**src/rxs_pkg.sv**
```systemverilog
// Shared constants and types for the receive strength and filter block
package rxs_pkg;
	localparam int unsigned CLK_HZ   = 20_000_000;
	localparam int unsigned XTAL_HZ  = 32_000_000;
	localparam int          CODE_W   = 8;
	localparam int          SAMP_W   = 12;
	localparam int          TAPS     = 16;
	// Register byte offsets
	localparam logic [7:0] ADDR_CTRL    = 8'h00;
	localparam logic [7:0] ADDR_FWIDTH  = 8'h04;
	localparam logic [7:0] ADDR_GREF    = 8'h08;
	localparam logic [7:0] ADDR_LIVE    = 8'h0C;
	localparam logic [7:0] ADDR_PACKET  = 8'h10;
	localparam logic [7:0] ADDR_THERMAL = 8'h14;
	localparam logic [7:0] ADDR_AGCREF  = 8'h18;
	localparam logic [7:0] ADDR_STATUS  = 8'h1C;
	// Control and filter width field positions
	localparam int CTRL_OFS_LSB = 0;
	localparam int CTRL_AVG_LSB = 5;
	localparam int CTRL_TDIS    = 8;
	localparam int CTRL_CAL     = 9;
	localparam int FW_EXP_LSB   = 0;
	localparam int FW_MANT_LSB  = 3;
	// Reset values
	localparam logic [4:0] RST_OFFSET = 5'h00;
	localparam logic [2:0] RST_AVG    = 3'h2;
	localparam logic [4:0] RST_FWIDTH = 5'h15;
	localparam logic [5:0] RST_GREF   = 6'h00;
	// Mantissa codes and exponent range
	localparam logic [1:0] MANT_16 = 2'b00;
	localparam logic [1:0] MANT_20 = 2'b01;
	localparam logic [1:0] MANT_24 = 2'b10;
	localparam int EXP_MIN = 1;
	localparam int EXP_MAX = 7;
	// Gain reference terms, tenths of a dB
	localparam int AGC_FLOOR  = -1740;
	localparam int AGC_SNR    = 80;
	localparam int AGC_2XTAL  = 781;
	localparam int AGC_M16    = 120;
	localparam int AGC_M20    = 130;
	localparam int AGC_M24    = 138;
	localparam int AGC_OCTAVE = 30;
	localparam int AGC_EXPOFS = 2;
	// Operating modes seen on the mode pins, and calibration states
	localparam logic [2:0] MODE_SLEEP   = 3'h0;
	localparam logic [2:0] MODE_STANDBY = 3'h1;
	typedef enum logic [1:0] {
		RXS_IDLE = 2'b00,
		RXS_CAL  = 2'b01
	} rxs_cal_e;
endpackage : rxs_pkg

```
**src/rxs_links_if.sv**
```systemverilog
// Links between the block top and its averaging and filter units
`timescale 1ns/10ps
interface rxs_avg_if;
	import rxs_pkg::*;
	logic              samp_valid;
	logic [CODE_W-1:0] samp;
	logic [2:0]        select;
	logic              restart;
	logic              avg_valid;
	logic [CODE_W-1:0] avg;
	modport ctl (output samp_valid, samp, select, restart,
		input avg_valid, avg);
	modport unit (input samp_valid, samp, select, restart,
		output avg_valid, avg);
endinterface : rxs_avg_if

interface rxs_fir_if;
	import rxs_pkg::*;
	logic                     in_valid;
	logic signed [SAMP_W-1:0] in_data;
	logic                     out_valid;
	logic signed [SAMP_W-1:0] out_data;
	modport ctl (output in_valid, in_data, input out_valid, out_data);
	modport unit (input in_valid, in_data, output out_valid, out_data);
endinterface : rxs_fir_if

```
**src/rxs_averager.sv**
```systemverilog
// Block averager over 2^(select+1) level samples
`timescale 1ns/10ps
module rxs_averager
	import rxs_pkg::*;
(
	input  wire logic clock,
	input  wire logic rst,
	rxs_avg_if.unit   lnk
);
	typedef struct packed {
		logic [CODE_W+8:0] acc;
		logic [8:0]        cnt;
		logic              valid;
		logic [CODE_W-1:0] avg;
	} rxs_avg_s;

	rxs_avg_s st_q;
	rxs_avg_s st_d;
	logic [CODE_W+8:0] sum;
	logic [8:0]        target;
	logic [3:0]        shamt;

	always_comb
	begin
		st_d = st_q;
		st_d.valid = 1'b0;
		sum = st_q.acc + (CODE_W+9)'(lnk.samp);
		// Four bits, so select 7 shifts by eight instead of wrapping to zero
		shamt = {1'b0, lnk.select} + 4'h1;
		target = 9'(10'h001 << shamt);
		if (lnk.restart)
		begin
			st_d.acc = '0;
			st_d.cnt = '0;
		end
		else if (lnk.samp_valid)
		begin
			if (st_q.cnt + 9'h001 == target)
			begin
				st_d.avg = CODE_W'(sum >> shamt);
				st_d.valid = 1'b1;
				st_d.acc = '0;
				st_d.cnt = '0;
			end
			else
			begin
				st_d.acc = sum;
				st_d.cnt = st_q.cnt + 9'h001;
			end
		end
	end

	always_ff @(posedge clock)
		if (rst)
			st_q <= '0;
		else
			st_q <= st_d;

	assign lnk.avg_valid = st_q.valid;
	assign lnk.avg = st_q.avg;
endmodule : rxs_averager

```
**src/rxs_fir.sv**
```systemverilog
// Sixteen-tap channel filter on the digitised sample stream
`timescale 1ns/10ps
module rxs_fir
	import rxs_pkg::*;
#(
	parameter logic signed [7:0] COEF [TAPS] = '{8'sh02, 8'sh04, 8'sh08,
		8'sh0C, 8'sh12, 8'sh18, 8'sh1C, 8'sh1E, 8'sh1E, 8'sh1C, 8'sh18,
		8'sh12, 8'sh0C, 8'sh08, 8'sh04, 8'sh02}
)
(
	input  wire logic clock,
	input  wire logic rst,
	rxs_fir_if.unit   lnk
);
	typedef struct packed {
		logic [TAPS-1:0][SAMP_W-1:0] line;
		logic                        valid;
		logic [SAMP_W-1:0]           out;
	} rxs_fir_s;

	rxs_fir_s st_q;
	rxs_fir_s st_d;
	logic signed [SAMP_W+12:0] mac;

	always_comb
	begin
		st_d = st_q;
		st_d.valid = 1'b0;
		mac = '0;
		if (lnk.in_valid)
		begin
			st_d.line = {st_q.line[TAPS-2:0], lnk.in_data};
			for (int i = 0; i < TAPS; i++)
				mac = mac + $signed(st_d.line[i]) * COEF[i];
			// Coefficients sum near 256, so drop eight bits of gain
			st_d.out = SAMP_W'(mac >>> 8);
			st_d.valid = 1'b1;
		end
	end

	always_ff @(posedge clock)
		if (rst)
			st_q <= '0;
		else
			st_q <= st_d;

	assign lnk.out_valid = st_q.valid;
	assign lnk.out_data = $signed(st_q.out);
endmodule : rxs_fir

```
**src/rxs_top.sv**
```systemverilog
// Receive strength measurement, channel filter and thermal monitor
//
// Summary of operation
// - Report strength as absolute code, half-dB steps, within filter band.
// - Code is minus twice input level plus offset; dBm is minus code/2.
// - Offset field takes -16 to +15 dB in 1 dB steps; here each step moves the half-dB code by one.
// - Average over 2^(select+1) samples, 2 up to 256.
// - Averaged response time is 2^(select+1)/(4*bandwidth kHz) ms.
// - Strength calibration runs whenever calibration is launched; here a launch while a calibration is running is ignored.
// - Packet strength averages live strength; live readable at any time.
// - Live strength refreshes once per reciprocal of bandwidth.
// - Channel filter is a sixteen-tap FIR.
// - Bandwidth is crystal over mantissa times 2^(exponent+2).
// - Mantissa 00/01/10 mean 16/20/24; exponents 1..7; rest reserved.
// - Thermal monitor runs in every mode but sleep and standby.
// - Thermal monitor on after reset, off by disable bit, stores reading.
// - Gain reference: -174 + 10log(2*bw) + 8 + adjustment.
//
// Our own choices: the register addresses and register access over APB.
`timescale 1ns/10ps
module rxs_top
	import rxs_pkg::*;
(
	input  wire logic                     clock,
	input  wire logic                     rst,
	input  wire logic                     psel,
	input  wire logic                     penable,
	input  wire logic                     pwrite,
	input  wire logic [7:0]               paddr,
	input  wire logic [31:0]              pwdata,
	output logic                          pready,
	output logic [31:0]                   prdata,
	output logic                          pslverr,
	input  wire logic                     level_valid,
	input  wire logic [CODE_W-1:0]        level_raw,
	input  wire logic                     iq_valid,
	input  wire logic signed [SAMP_W-1:0] iq_data,
	input  wire logic                     header_ok_flag,
	input  wire logic                     receive_done_flag,
	input  wire logic [2:0]               op_mode,
	input  wire logic                     thermal_valid,
	input  wire logic [7:0]               thermal_sample,
	output logic                          filt_valid,
	output logic signed [SAMP_W-1:0]      filt_data,
	output logic                          thermal_enable
);
	typedef struct packed {
		logic              pready;
		logic [31:0]       prdata;
		logic              pslverr;
		logic [4:0]        level_offset;
		logic [2:0]        sample_average_select;
		logic              thermal_monitor_disable;
		logic [1:0]        filter_bw_mantissa;
		logic [2:0]        filter_bw_exponent;
		logic [5:0]        gain_ref_adjust;
		logic [CODE_W-1:0] avg_latest;
		logic              avg_seen;
		logic [CODE_W-1:0] live_level;
		logic [CODE_W-1:0] packet_run;
		logic              in_packet;
		logic [CODE_W-1:0] packet_level;
		logic [7:0]        thermal_reading;
		logic [23:0]       refresh_cnt;
		rxs_cal_e          cal_state;
		logic              cal_restart;
		logic              filt_valid;
		logic [SAMP_W-1:0] filt_data;
		logic              thermal_enable;
	} rxs_top_s;

	rxs_top_s st_q;
	rxs_top_s st_d;

	rxs_avg_if avg_lnk ();
	rxs_fir_if fir_lnk ();

	// Mantissa value; reserved code 11 falls back to the widest divisor
	function automatic logic [4:0] mant_value(input logic [1:0] code);
		case (code)
			MANT_16: mant_value = 5'h10;
			MANT_20: mant_value = 5'h14;
			MANT_24: mant_value = 5'h18;
			default: mant_value = 5'h18;
		endcase
	endfunction : mant_value

	function automatic logic bw_reserved(input logic [1:0] m,
		input logic [2:0] e);
		bw_reserved = (m == 2'b11) || (int'(e) < EXP_MIN) ||
			(int'(e) > EXP_MAX);
	endfunction : bw_reserved

	// Clock cycles in one reciprocal of the filter bandwidth
	function automatic logic [23:0] refresh_period(input logic [1:0] m,
		input logic [2:0] e);
		longint div;
		longint cyc;
		div = longint'(mant_value(m)) << (int'(e) + AGC_EXPOFS);
		cyc = (div * longint'(CLK_HZ)) / longint'(XTAL_HZ);
		if (cyc < 1)
			cyc = 1;
		refresh_period = 24'(cyc);
	endfunction : refresh_period

	// Gain reference level in tenths of a dBm
	function automatic logic [15:0] agc_ref(input logic [1:0] m,
		input logic [2:0] e, input logic [5:0] adj);
		int mt;
		int r;
		case (m)
			MANT_16: mt = AGC_M16;
			MANT_20: mt = AGC_M20;
			default: mt = AGC_M24;
		endcase
		r = AGC_FLOOR + AGC_2XTAL - mt -
			AGC_OCTAVE * (int'(e) + AGC_EXPOFS) +
			AGC_SNR + 10 * int'(adj);
		agc_ref = 16'(r);
	endfunction : agc_ref

	// Offset is two's complement, so -16..+15 half-dB steps cover the full field
	function automatic logic [CODE_W-1:0] apply_offset(
		input logic [CODE_W-1:0] raw, input logic [4:0] ofs);
		logic signed [CODE_W+1:0] s;
		s = $signed({2'b00, raw}) +
			(CODE_W+2)'($signed(ofs));
		if (s < 0)
			apply_offset = '0;
		else if (s > $signed((CODE_W+2)'({CODE_W{1'b1}})))
			apply_offset = '1;
		else
			apply_offset = CODE_W'(s);
	endfunction : apply_offset

	function automatic logic [31:0] read_word(input rxs_top_s s,
		input logic [7:0] a);
		read_word = '0;
		case (a)
			ADDR_CTRL:
			begin
				read_word[CTRL_OFS_LSB +: 5] = s.level_offset;
				read_word[CTRL_AVG_LSB +: 3] = s.sample_average_select;
				read_word[CTRL_TDIS] = s.thermal_monitor_disable;
				read_word[CTRL_CAL] = (s.cal_state == RXS_CAL);
			end
			ADDR_FWIDTH:
			begin
				read_word[FW_EXP_LSB +: 3] = s.filter_bw_exponent;
				read_word[FW_MANT_LSB +: 2] = s.filter_bw_mantissa;
			end
			ADDR_GREF:    read_word[5:0] = s.gain_ref_adjust;
			ADDR_LIVE:    read_word[CODE_W-1:0] = s.live_level;
			ADDR_PACKET:  read_word[CODE_W-1:0] = s.packet_level;
			ADDR_THERMAL: read_word[7:0] = s.thermal_reading;
			ADDR_AGCREF:  read_word[15:0] = agc_ref(s.filter_bw_mantissa,
				s.filter_bw_exponent, s.gain_ref_adjust);
			ADDR_STATUS:
			begin
				read_word[0] = bw_reserved(s.filter_bw_mantissa,
					s.filter_bw_exponent);
				read_word[1] = (s.cal_state == RXS_CAL);
				read_word[2] = s.thermal_enable;
				read_word[3] = s.in_packet;
			end
			default: read_word = '0;
		endcase
	endfunction : read_word

	function automatic logic addr_mapped(input logic [7:0] a);
		addr_mapped = (a[1:0] == 2'b00) && (a <= ADDR_STATUS);
	endfunction : addr_mapped

	logic wr_take;
	logic cal_launch;
	logic refresh_tick;

	always_comb
	begin
		st_d = st_q;
		// Access phase answers on its second cycle so prdata is a flop
		wr_take = psel && penable && st_q.pready && pwrite &&
			addr_mapped(paddr);
		cal_launch = wr_take && (paddr == ADDR_CTRL) && pwdata[CTRL_CAL];
		st_d.pready = psel && penable && !st_q.pready;
		st_d.prdata = '0;
		st_d.pslverr = 1'b0;
		if (psel && penable && !st_q.pready)
		begin
			st_d.pslverr = !addr_mapped(paddr);
			if (!pwrite)
				st_d.prdata = read_word(st_q, paddr);
		end

		if (wr_take)
		begin
			case (paddr)
				ADDR_CTRL:
				begin
					st_d.level_offset = pwdata[CTRL_OFS_LSB +: 5];
					st_d.sample_average_select =
						pwdata[CTRL_AVG_LSB +: 3];
					st_d.thermal_monitor_disable = pwdata[CTRL_TDIS];
				end
				ADDR_FWIDTH:
				begin
					st_d.filter_bw_exponent = pwdata[FW_EXP_LSB +: 3];
					st_d.filter_bw_mantissa = pwdata[FW_MANT_LSB +: 2];
				end
				ADDR_GREF: st_d.gain_ref_adjust = pwdata[5:0];
				default: st_d.gain_ref_adjust = st_q.gain_ref_adjust;
			endcase
		end

		// Calibration flushes the averager and waits for a fresh average
		st_d.cal_restart = 1'b0;
		case (st_q.cal_state)
			RXS_IDLE:
				if (cal_launch)
				begin
					st_d.cal_state = RXS_CAL;
					st_d.cal_restart = 1'b1;
					st_d.avg_seen = 1'b0;
				end
			RXS_CAL:
				if (avg_lnk.avg_valid)
					st_d.cal_state = RXS_IDLE;
			default: st_d.cal_state = RXS_IDLE;
		endcase

		if (avg_lnk.avg_valid)
		begin
			st_d.avg_latest = avg_lnk.avg;
			st_d.avg_seen = 1'b1;
		end

		// Live value follows the bandwidth so a read sees 1/bw old data
		refresh_tick = (st_q.refresh_cnt == 24'h00_0000);
		if (refresh_tick)
		begin
			st_d.refresh_cnt = refresh_period(st_q.filter_bw_mantissa,
				st_q.filter_bw_exponent) - 24'h00_0001;
			if (st_q.avg_seen)
				st_d.live_level = st_q.avg_latest;
		end
		else
			st_d.refresh_cnt = st_q.refresh_cnt - 24'h00_0001;

		// Packet value is a running quarter-weight average of live value
		if (header_ok_flag)
		begin
			st_d.in_packet = 1'b1;
			st_d.packet_run = st_q.live_level;
		end
		else if (st_q.in_packet && refresh_tick)
			st_d.packet_run = CODE_W'((({2'b00, st_q.packet_run} * 3) +
				{2'b00, st_q.live_level}) >> 2);
		if (receive_done_flag && st_q.in_packet)
		begin
			// A header in the same cycle opens the next packet, so it wins
			st_d.in_packet = header_ok_flag;
			st_d.packet_level = st_q.packet_run;
		end

		st_d.thermal_enable = !st_q.thermal_monitor_disable &&
			(op_mode != MODE_SLEEP) &&
			(op_mode != MODE_STANDBY);
		if (st_q.thermal_enable && thermal_valid)
			st_d.thermal_reading = thermal_sample;

		st_d.filt_valid = fir_lnk.out_valid;
		if (fir_lnk.out_valid)
			st_d.filt_data = fir_lnk.out_data;
	end

	always_ff @(posedge clock)
		if (rst)
		begin
			st_q <= '0;
			st_q.level_offset <= RST_OFFSET;
			st_q.sample_average_select <= RST_AVG;
			st_q.filter_bw_mantissa <= RST_FWIDTH[FW_MANT_LSB +: 2];
			st_q.filter_bw_exponent <= RST_FWIDTH[FW_EXP_LSB +: 3];
			st_q.gain_ref_adjust <= RST_GREF;
			st_q.cal_state <= RXS_IDLE;
		end
		else
			st_q <= st_d;

	assign avg_lnk.samp_valid = level_valid;
	assign avg_lnk.samp = apply_offset(level_raw, st_q.level_offset);
	assign avg_lnk.select = st_q.sample_average_select;
	assign avg_lnk.restart = st_q.cal_restart;
	assign fir_lnk.in_valid = iq_valid;
	assign fir_lnk.in_data = iq_data;

	rxs_averager u_avg (
		.clock (clock),
		.rst   (rst),
		.lnk   (avg_lnk)
	);

	rxs_fir u_fir (
		.clock (clock),
		.rst   (rst),
		.lnk   (fir_lnk)
	);

	assign pready = st_q.pready;
	assign prdata = st_q.prdata;
	assign pslverr = st_q.pslverr;
	assign filt_valid = st_q.filt_valid;
	assign filt_data = $signed(st_q.filt_data);
	assign thermal_enable = st_q.thermal_enable;
endmodule : rxs_top

```
**config.mk**
```make
export PLATFORM = sky130hd
export DESIGN_NAME = rxs_top
export DESIGN_NICKNAME = d
export VERILOG_FILES = /design/src/rxs_pkg.sv /design/src/rxs_links_if.sv /design/src/rxs_averager.sv /design/src/rxs_fir.sv /design/src/rxs_top.sv
export SDC_FILE = /design/constraint.sdc
export NUM_CORES = 2
export LEC_CHECK = 0
export BUFFER_PORTS_ARGS = -buffer_cell sky130_fd_sc_hd__buf_4
export CAP_MARGIN = 5
export CORE_AREA = 4 4 316 318
export CTS_BUF_LIST = sky130_fd_sc_hd__clkbuf_4
export DETAILED_ROUTE_END_ITERATION = 6
export DIE_AREA = 0 0 320 322
export GPL_ROUTABILITY_DRIVEN = 0
export PLACE_DENSITY_LB_ADDON = 0.05
export SLEW_MARGIN = 30
export SYNTH_ARGS = -nofsm -noshare
export SYNTH_HDL_FRONTEND = slang
export SYNTH_SLANG_ARGS = --single-unit
```
**constraint.sdc**
```tcl
create_clock -name clock -period 24.9 [get_ports clock]
set_clock_uncertainty 0.05 [all_clocks]
set_input_delay 1.245 -clock clock [delete_from_list [all_inputs] [get_ports clock]]
set_output_delay 1.245 -clock clock [all_outputs]
set_load 0.005 [all_outputs]
```
# Yosys cells after proc, flatten, opt, wreduce, memory -nomap -nowiden
# Cells that the tools add are included.
# op_classes
shifts	3
magnitude_cmp	5
n_addsub	27
mux	29
reduce_logical	40
multipliers	14
div_mod_pow	1
eq_ne	14
bitwise_logic	5
# ops
cell	n
$add A20 B20 Y20	10
$mux W24	3
$mul A12 B5 Y17 const B	4
$div A64 B26 Y64 const B	1
$lt A64 B2 Y1 const B	1
$mul A64 B18 Y56 const B	1
$shl A5 B4 Y64	1
$mul A12 B3 Y15 const B	4
$mux W16	3
$sub A24 B1 Y24 const B	2
$eq A8 B5 Y1 const B	4
$mul A12 B4 Y16 const B	2
$mux W8	4
$pmux W4 S8	1
$mux W26	1
$logic_not A24 Y1	1
$add A20 B13 Y20	1
$add A20 B14 Y20	1
$add A20 B15 Y20	1
$mux W9	2
$add A17 B8 Y17	1
$shr A17 B4 Y8	1
$add A15 B15 Y16	1
$add A16 B11 Y16	1
other kinds (49)	86
# totals
n_memories	0
latchBits	0
input_bits	81
ramBits	0
register_bits	365
romBits	0

# Depth between registers and ports, before layout
# logic_depth
depth_word	16
ltp_mapped	130
depth_no_buf	108

# Hierarchy
# A second synthesis with hierarchy kept.
# unflattened
cells_unflattened	6055
hier_area_um2	50004.2
# modules_own_cells
mod	area_per_inst_um2	n_inst	seq_area_each_um2	cells_each
rxs_top	25992.4	1	2402.3	3480
rxs_fir	21008.9	1	3863.7	2200
rxs_averager	3002.9	1	680.7	375

# Worst setup path before layout
# OpenSTA, ideal clock, no wires.
# synth_path
path_kind	reg-to-reg
from	register st_q[90] (netlist name)
to	register st_q[39] (netlist name)
setup_ns	0.070
arrival_ns	27.533
slack_ns	-2.753
period_less_slack_ns	27.653
stages_incl_launch_ff	115
n_path_buf	11
cell_sequence	dfxtp_1 > inv_1 > ha_1 > buf_1 > o21ai_0 > a21oi_1 > nor2_1 > ha_1 > ha_1 > inv_1 > fa_1 > inv_1 > fa_1 > fa_1 > inv_1 > fa_1 > inv_1 > ha_1 > [... 79 more ...] > a21oi_1 > or4_1 > buf_4 > or4_4 > o211ai_2 > nor3_1 > o31ai_2 > buf_4 > nand3_1 > o22ai_2 > a311oi_4 > nor2_1 > ha_1 > and3_1 > clkbuf_1 > nand3_1 > or3_1 > a21oi_1
# synth_via
elab_chain_cells	9
# synth_lines
item	line	source
from (decl)	rxs_top.sv:72	rxs_top_s st_q;
from (signal assigned)	rxs_top.sv:288	st_q <= st_d;
$add A3 B2 Y4 (*)	rxs_top.sv:99	div = longint'(mant_value(m)) << (int'(e) + AGC_EXPOFS);
$shl A5 B4 Y64 (*)	rxs_top.sv:99	
$mul A64 B18 Y56 (*)	rxs_top.sv:100	cyc = (div * longint'(CLK_HZ)) / longint'(XTAL_HZ);
$div A64 B26 Y64 (*)	rxs_top.sv:100	
$lt A64 B2 Y1	rxs_top.sv:101	if (cyc < 1)
$mux W24 (*)	rxs_top.sv:101	
$mux W24 (*)	rxs_top.sv:239	if (refresh_tick)
$sub A24 B1 Y24 (*)	rxs_top.sv:242	st_q.filter_bw_exponent) - 24'h00_0001;
$mux W24 (*)	rxs_top.sv:239	
# Mark *: on every way between the ends. The rest lies on a longest branch, timed or not. The select of a mux whose other input is x is not followed.
# A chain may end at the register's enable or synchronous reset.

# Final worst setup path
# layout_path
from	register st_q[90] (netlist name)
to	register st_q[21] (netlist name)
# The elaborated chain is that of the path after synthesis.

==> run_results.csv <==
group,metric,value,unit
clock_network,clk_latency,0.89,ns
critical_path,cp_common_cell,"buf_4",
power_and_ir_drop,finalPower,1.715,mW
clock_network,cts_tree,"built",
yosys,yosysTopAreaCell,"fa_1",
yosys,async_flop_share,0,
placed_design,dp_cells,8003,
sta,timing_worst_slew_pin_value,1.019,ns
critical_path,worstPathRequired,25.53,ns
global_route,gr-total-overflow,0,
yosys,postSynthAreaPerCell,8.555,um2
placed_design,dpl_cell_area,59270,um2
run_status,violations,"negative setup slack",
die,initial_core_util,0.5100,
yosys,ys_seq_elements,347,
cells_and_area,syn_to_final_growth,29.74,%
detailed_routing,wirelength,142400,um
sta,holdWs,0.3828,ns
yosys,synth_area_leaders,"fa_1 15%, dfxtp_1 14%, ha_1 13%",
sta,tns,-41.90,ns
cells_and_area,fin_util,0.6617,
placed_design,port_buffers,89,
die,die_area,103000,um2
sta,slew-limit-headroom,0.3158,
placed_design,place_hpwl,114200,um
cells_and_area,stdcell_count,8338,
sta,rsz0062_at_grt,"yes",
cells_and_area,final_area,63900,um2
clock_network,max-clock-path-buffers,3,
power_and_ir_drop,swShare,0.3584,
yosys,synth_edf_count,0,
yosys,synthTopCellsByCount,"704 x inv_1, 552 x nor2_1, 497 x ha_1",
global_route,grt_pass1_wl,231100,um
placed_design,place_ws,-2.274,ns
critical_path,worstPathMaxFanout,13,
critical_path,crit_arrival,27.52,ns
sta,period_share,1.080,
power_and_ir_drop,seqPwrFrac,0.351,
flow_run,max-cap-violations,0,
sta,fin_ws,-1.982,ns
yosys,yosys_most_used_dff,"dfxtp_1",
yosys,synth_seq_area_share,0.1411,
detailed_routing,via_per_inst,5.445,
sta,final-hold-violation-count,0,
yosys,synth_cell_type_count,190,
hold_path,hold_class,"reg2reg",
die,rows,114,
critical_path,crit_type,"reg2reg",
global_route,antenna_found_initial,3,
clock_network,cts.clk_slew.worst_paths,0.06,ns
clock_network,ctsHoldBuffers,0,
die,io_pins,129,
global_route,grt_max_degree,195,
power_and_ir_drop,leakage,30.56,nW
yosys,yosysWarnings,0,
detailed_routing,drt_pass1_iterations,6,
critical_path,cp-start-kind,"flop",
yosys,synthCells,5757,
run_status,status,"finished with violations",
power_and_ir_drop,p_clk_frac,0.304,
critical_path,critical-path-slowest-cell,"fa_1",
detailed_routing,drc,0,
sta,period_minus_slack,26.88,ns
power_and_ir_drop,internal-power,1.100,mW
die,fp.dieH,322,um
critical_path,cpPeakStageDelay,0.56,ns
clock_network,htree_levels,3,
power_and_ir_drop,pwr-share-comb,0.345,
cells_and_area,final_nets,7928,
power_and_ir_drop,powerDensity,26.83,nW/um2
sta,max_freq,0.03720,GHz
yosys,synth.top_cell.area_share,0.1496,
clock_network,cts_root_buf,"clkbuf_4",
clock_network,cts_buffers,95,
sta,maxSlewViolCount,0,
detailed_routing,drt_iter0_drc,2388,
detailed_routing,ant_nets,0,
die,die_x,320,um
detailed_routing,wl_per_cell,17.08,um
die,fp.coreArea,96570,um2
power_and_ir_drop,switching_power,0.6144,mW
sta,setup_viol,24,
global_route,grt_usage,0.2694,
cells_and_area,drive_gt1_frac,0.3058,
critical_path,end_kind,"flop",
yosys,netlist_area,49250,um2
power_and_ir_drop,peakVddDrop,0.03842,mV
yosys,synth.most_common_cell,"inv_1",
detailed_routing,via_count,45400,
clock_network,cts_sinks,347,
global_route,grt_pass1_vias,45310,
==> worst max-delay path: cells and delay by family (launching register included) <==
family	cells	cell delay [ns]
AO/OA/AOI/OAI	48	11.41
XOR/XNOR	4	0.57
adder cells (fa/ha/maj)	9	3.33
buffers and inverters	30	4.30
flip-flops	1	0.38
multiplexers	3	0.65
AND/OR/NAND/NOR	31	5.90
==> layer usage <==
layer / wire length [um] / global-route usage / up-vias
met5: 15 / 0 / -
met3: 5552 / 0.03110 / 234
met2: 68840 / 0.4668 / 832
met1: 63720 / 0.3521 / 21770
li1: - / - / 22560
met4: 4263 / 0.08425 / 2
==> worst paths after layout <==
check / startpoint / end / slack (ns) / depth (start not counted)
worst max register to register: st_q[90] / st_q[21] / -1.98 / 125
worst min register to register: st_q[76] / st_q[67] / 0.38 / 2
worst min-delay path: st_q[76] / st_q[67] / 0.38 / 2
worst max-delay path: st_q[90] / st_q[21] / -1.98 / 125
==> state kept, by name, indices dropped and copies added (netlist names) <==
name	cells
prdata	16
u_avg.lnk.avg_valid	1
thermal_enable	1
u_fir.lnk.out_valid	1
u_avg.lnk.avg	8
u_avg.st_q	25
avg_lnk.restart	1
filt_valid	1
avg_lnk.select	3
u_fir.st_q	180
u_fir.lnk.out_data	12
st_q	84
filt_data	12
pready	1
pslverr	1
==> power groups by stage <==
stage | Sequential [mW] | Clock [mW] | Combinational, mW
after global placement | 0.613 | 0 | 0.544
after global routing | 0.604 | 0.573 | 0.652
after floorplan | 0.605 | 0 | 0.383
after CTS | 0.601 | 0.544 | 0.584
final | 0.601 | 0.521 | 0.592
after detailed placement | 0.613 | 0 | 0.550
==> final cells by class <==
cell class / instances / area (um2)
Clock inverter: 50 / 265.3
Antenna cell: 4 / 10.01
Multi-Input combinational cell: 4501 / 41170
Tap cell: 1276 / 1597
Sequential cell: 347 / 6957
Timing Repair Buffer: 1329 / 10310
Fill cell: 8209 / 32670
Clock buffer: 123 / 923.4
Inverter: 708 / 2664
==> layout by cell type, fill, tap and decap left out, types with 41 or more instances in the layout <==
cell / n
a21o_1: 74
a21oi_1: 320
a21oi_2: 43
buf_4: 1278
clkbuf_4: 123
dfxtp_1: 343
fa_1: 365
ha_1: 467
inv_1: 696
mux2i_1: 277
nand2_1: 303
nand3_1: 123
nor2_1: 527
nor3_1: 83
o211ai_1: 44
o21ai_0: 147
o21ai_1: 41
o21bai_1: 61
xnor2_1: 262
xor2_1: 117
==> cell families (layout without fill, tap and decap cells) <==
logic type | after synthesis | after routing | share of synthesized area
buffers and inverters | 925 | 2210 | 0.08125
AOI/OAI and AO/OA | 1309 | 1310 | 0.1952
adders and majority gates | 881 | 881 | 0.2791
muxes | 330 | 330 | 0.06946
other | 1 | 20 | 0.00007614
and+or+nand+nor | 1550 | 1550 | 0.1574
xor gates and xnor gates | 414 | 414 | 0.07650
DFF | 347 | 347 | 0.1411
==> repair_timing <==
action                                 4_1_cts  5_1_grt
endpoints found under the hold margin        0        0
buffers inserted                           109       48
gates cloned                                 1        0
setup endpoints to repair                   24       24
resized for setup                          262      134
pin swaps                                  128       83
(Power assumes the default switching activity.)
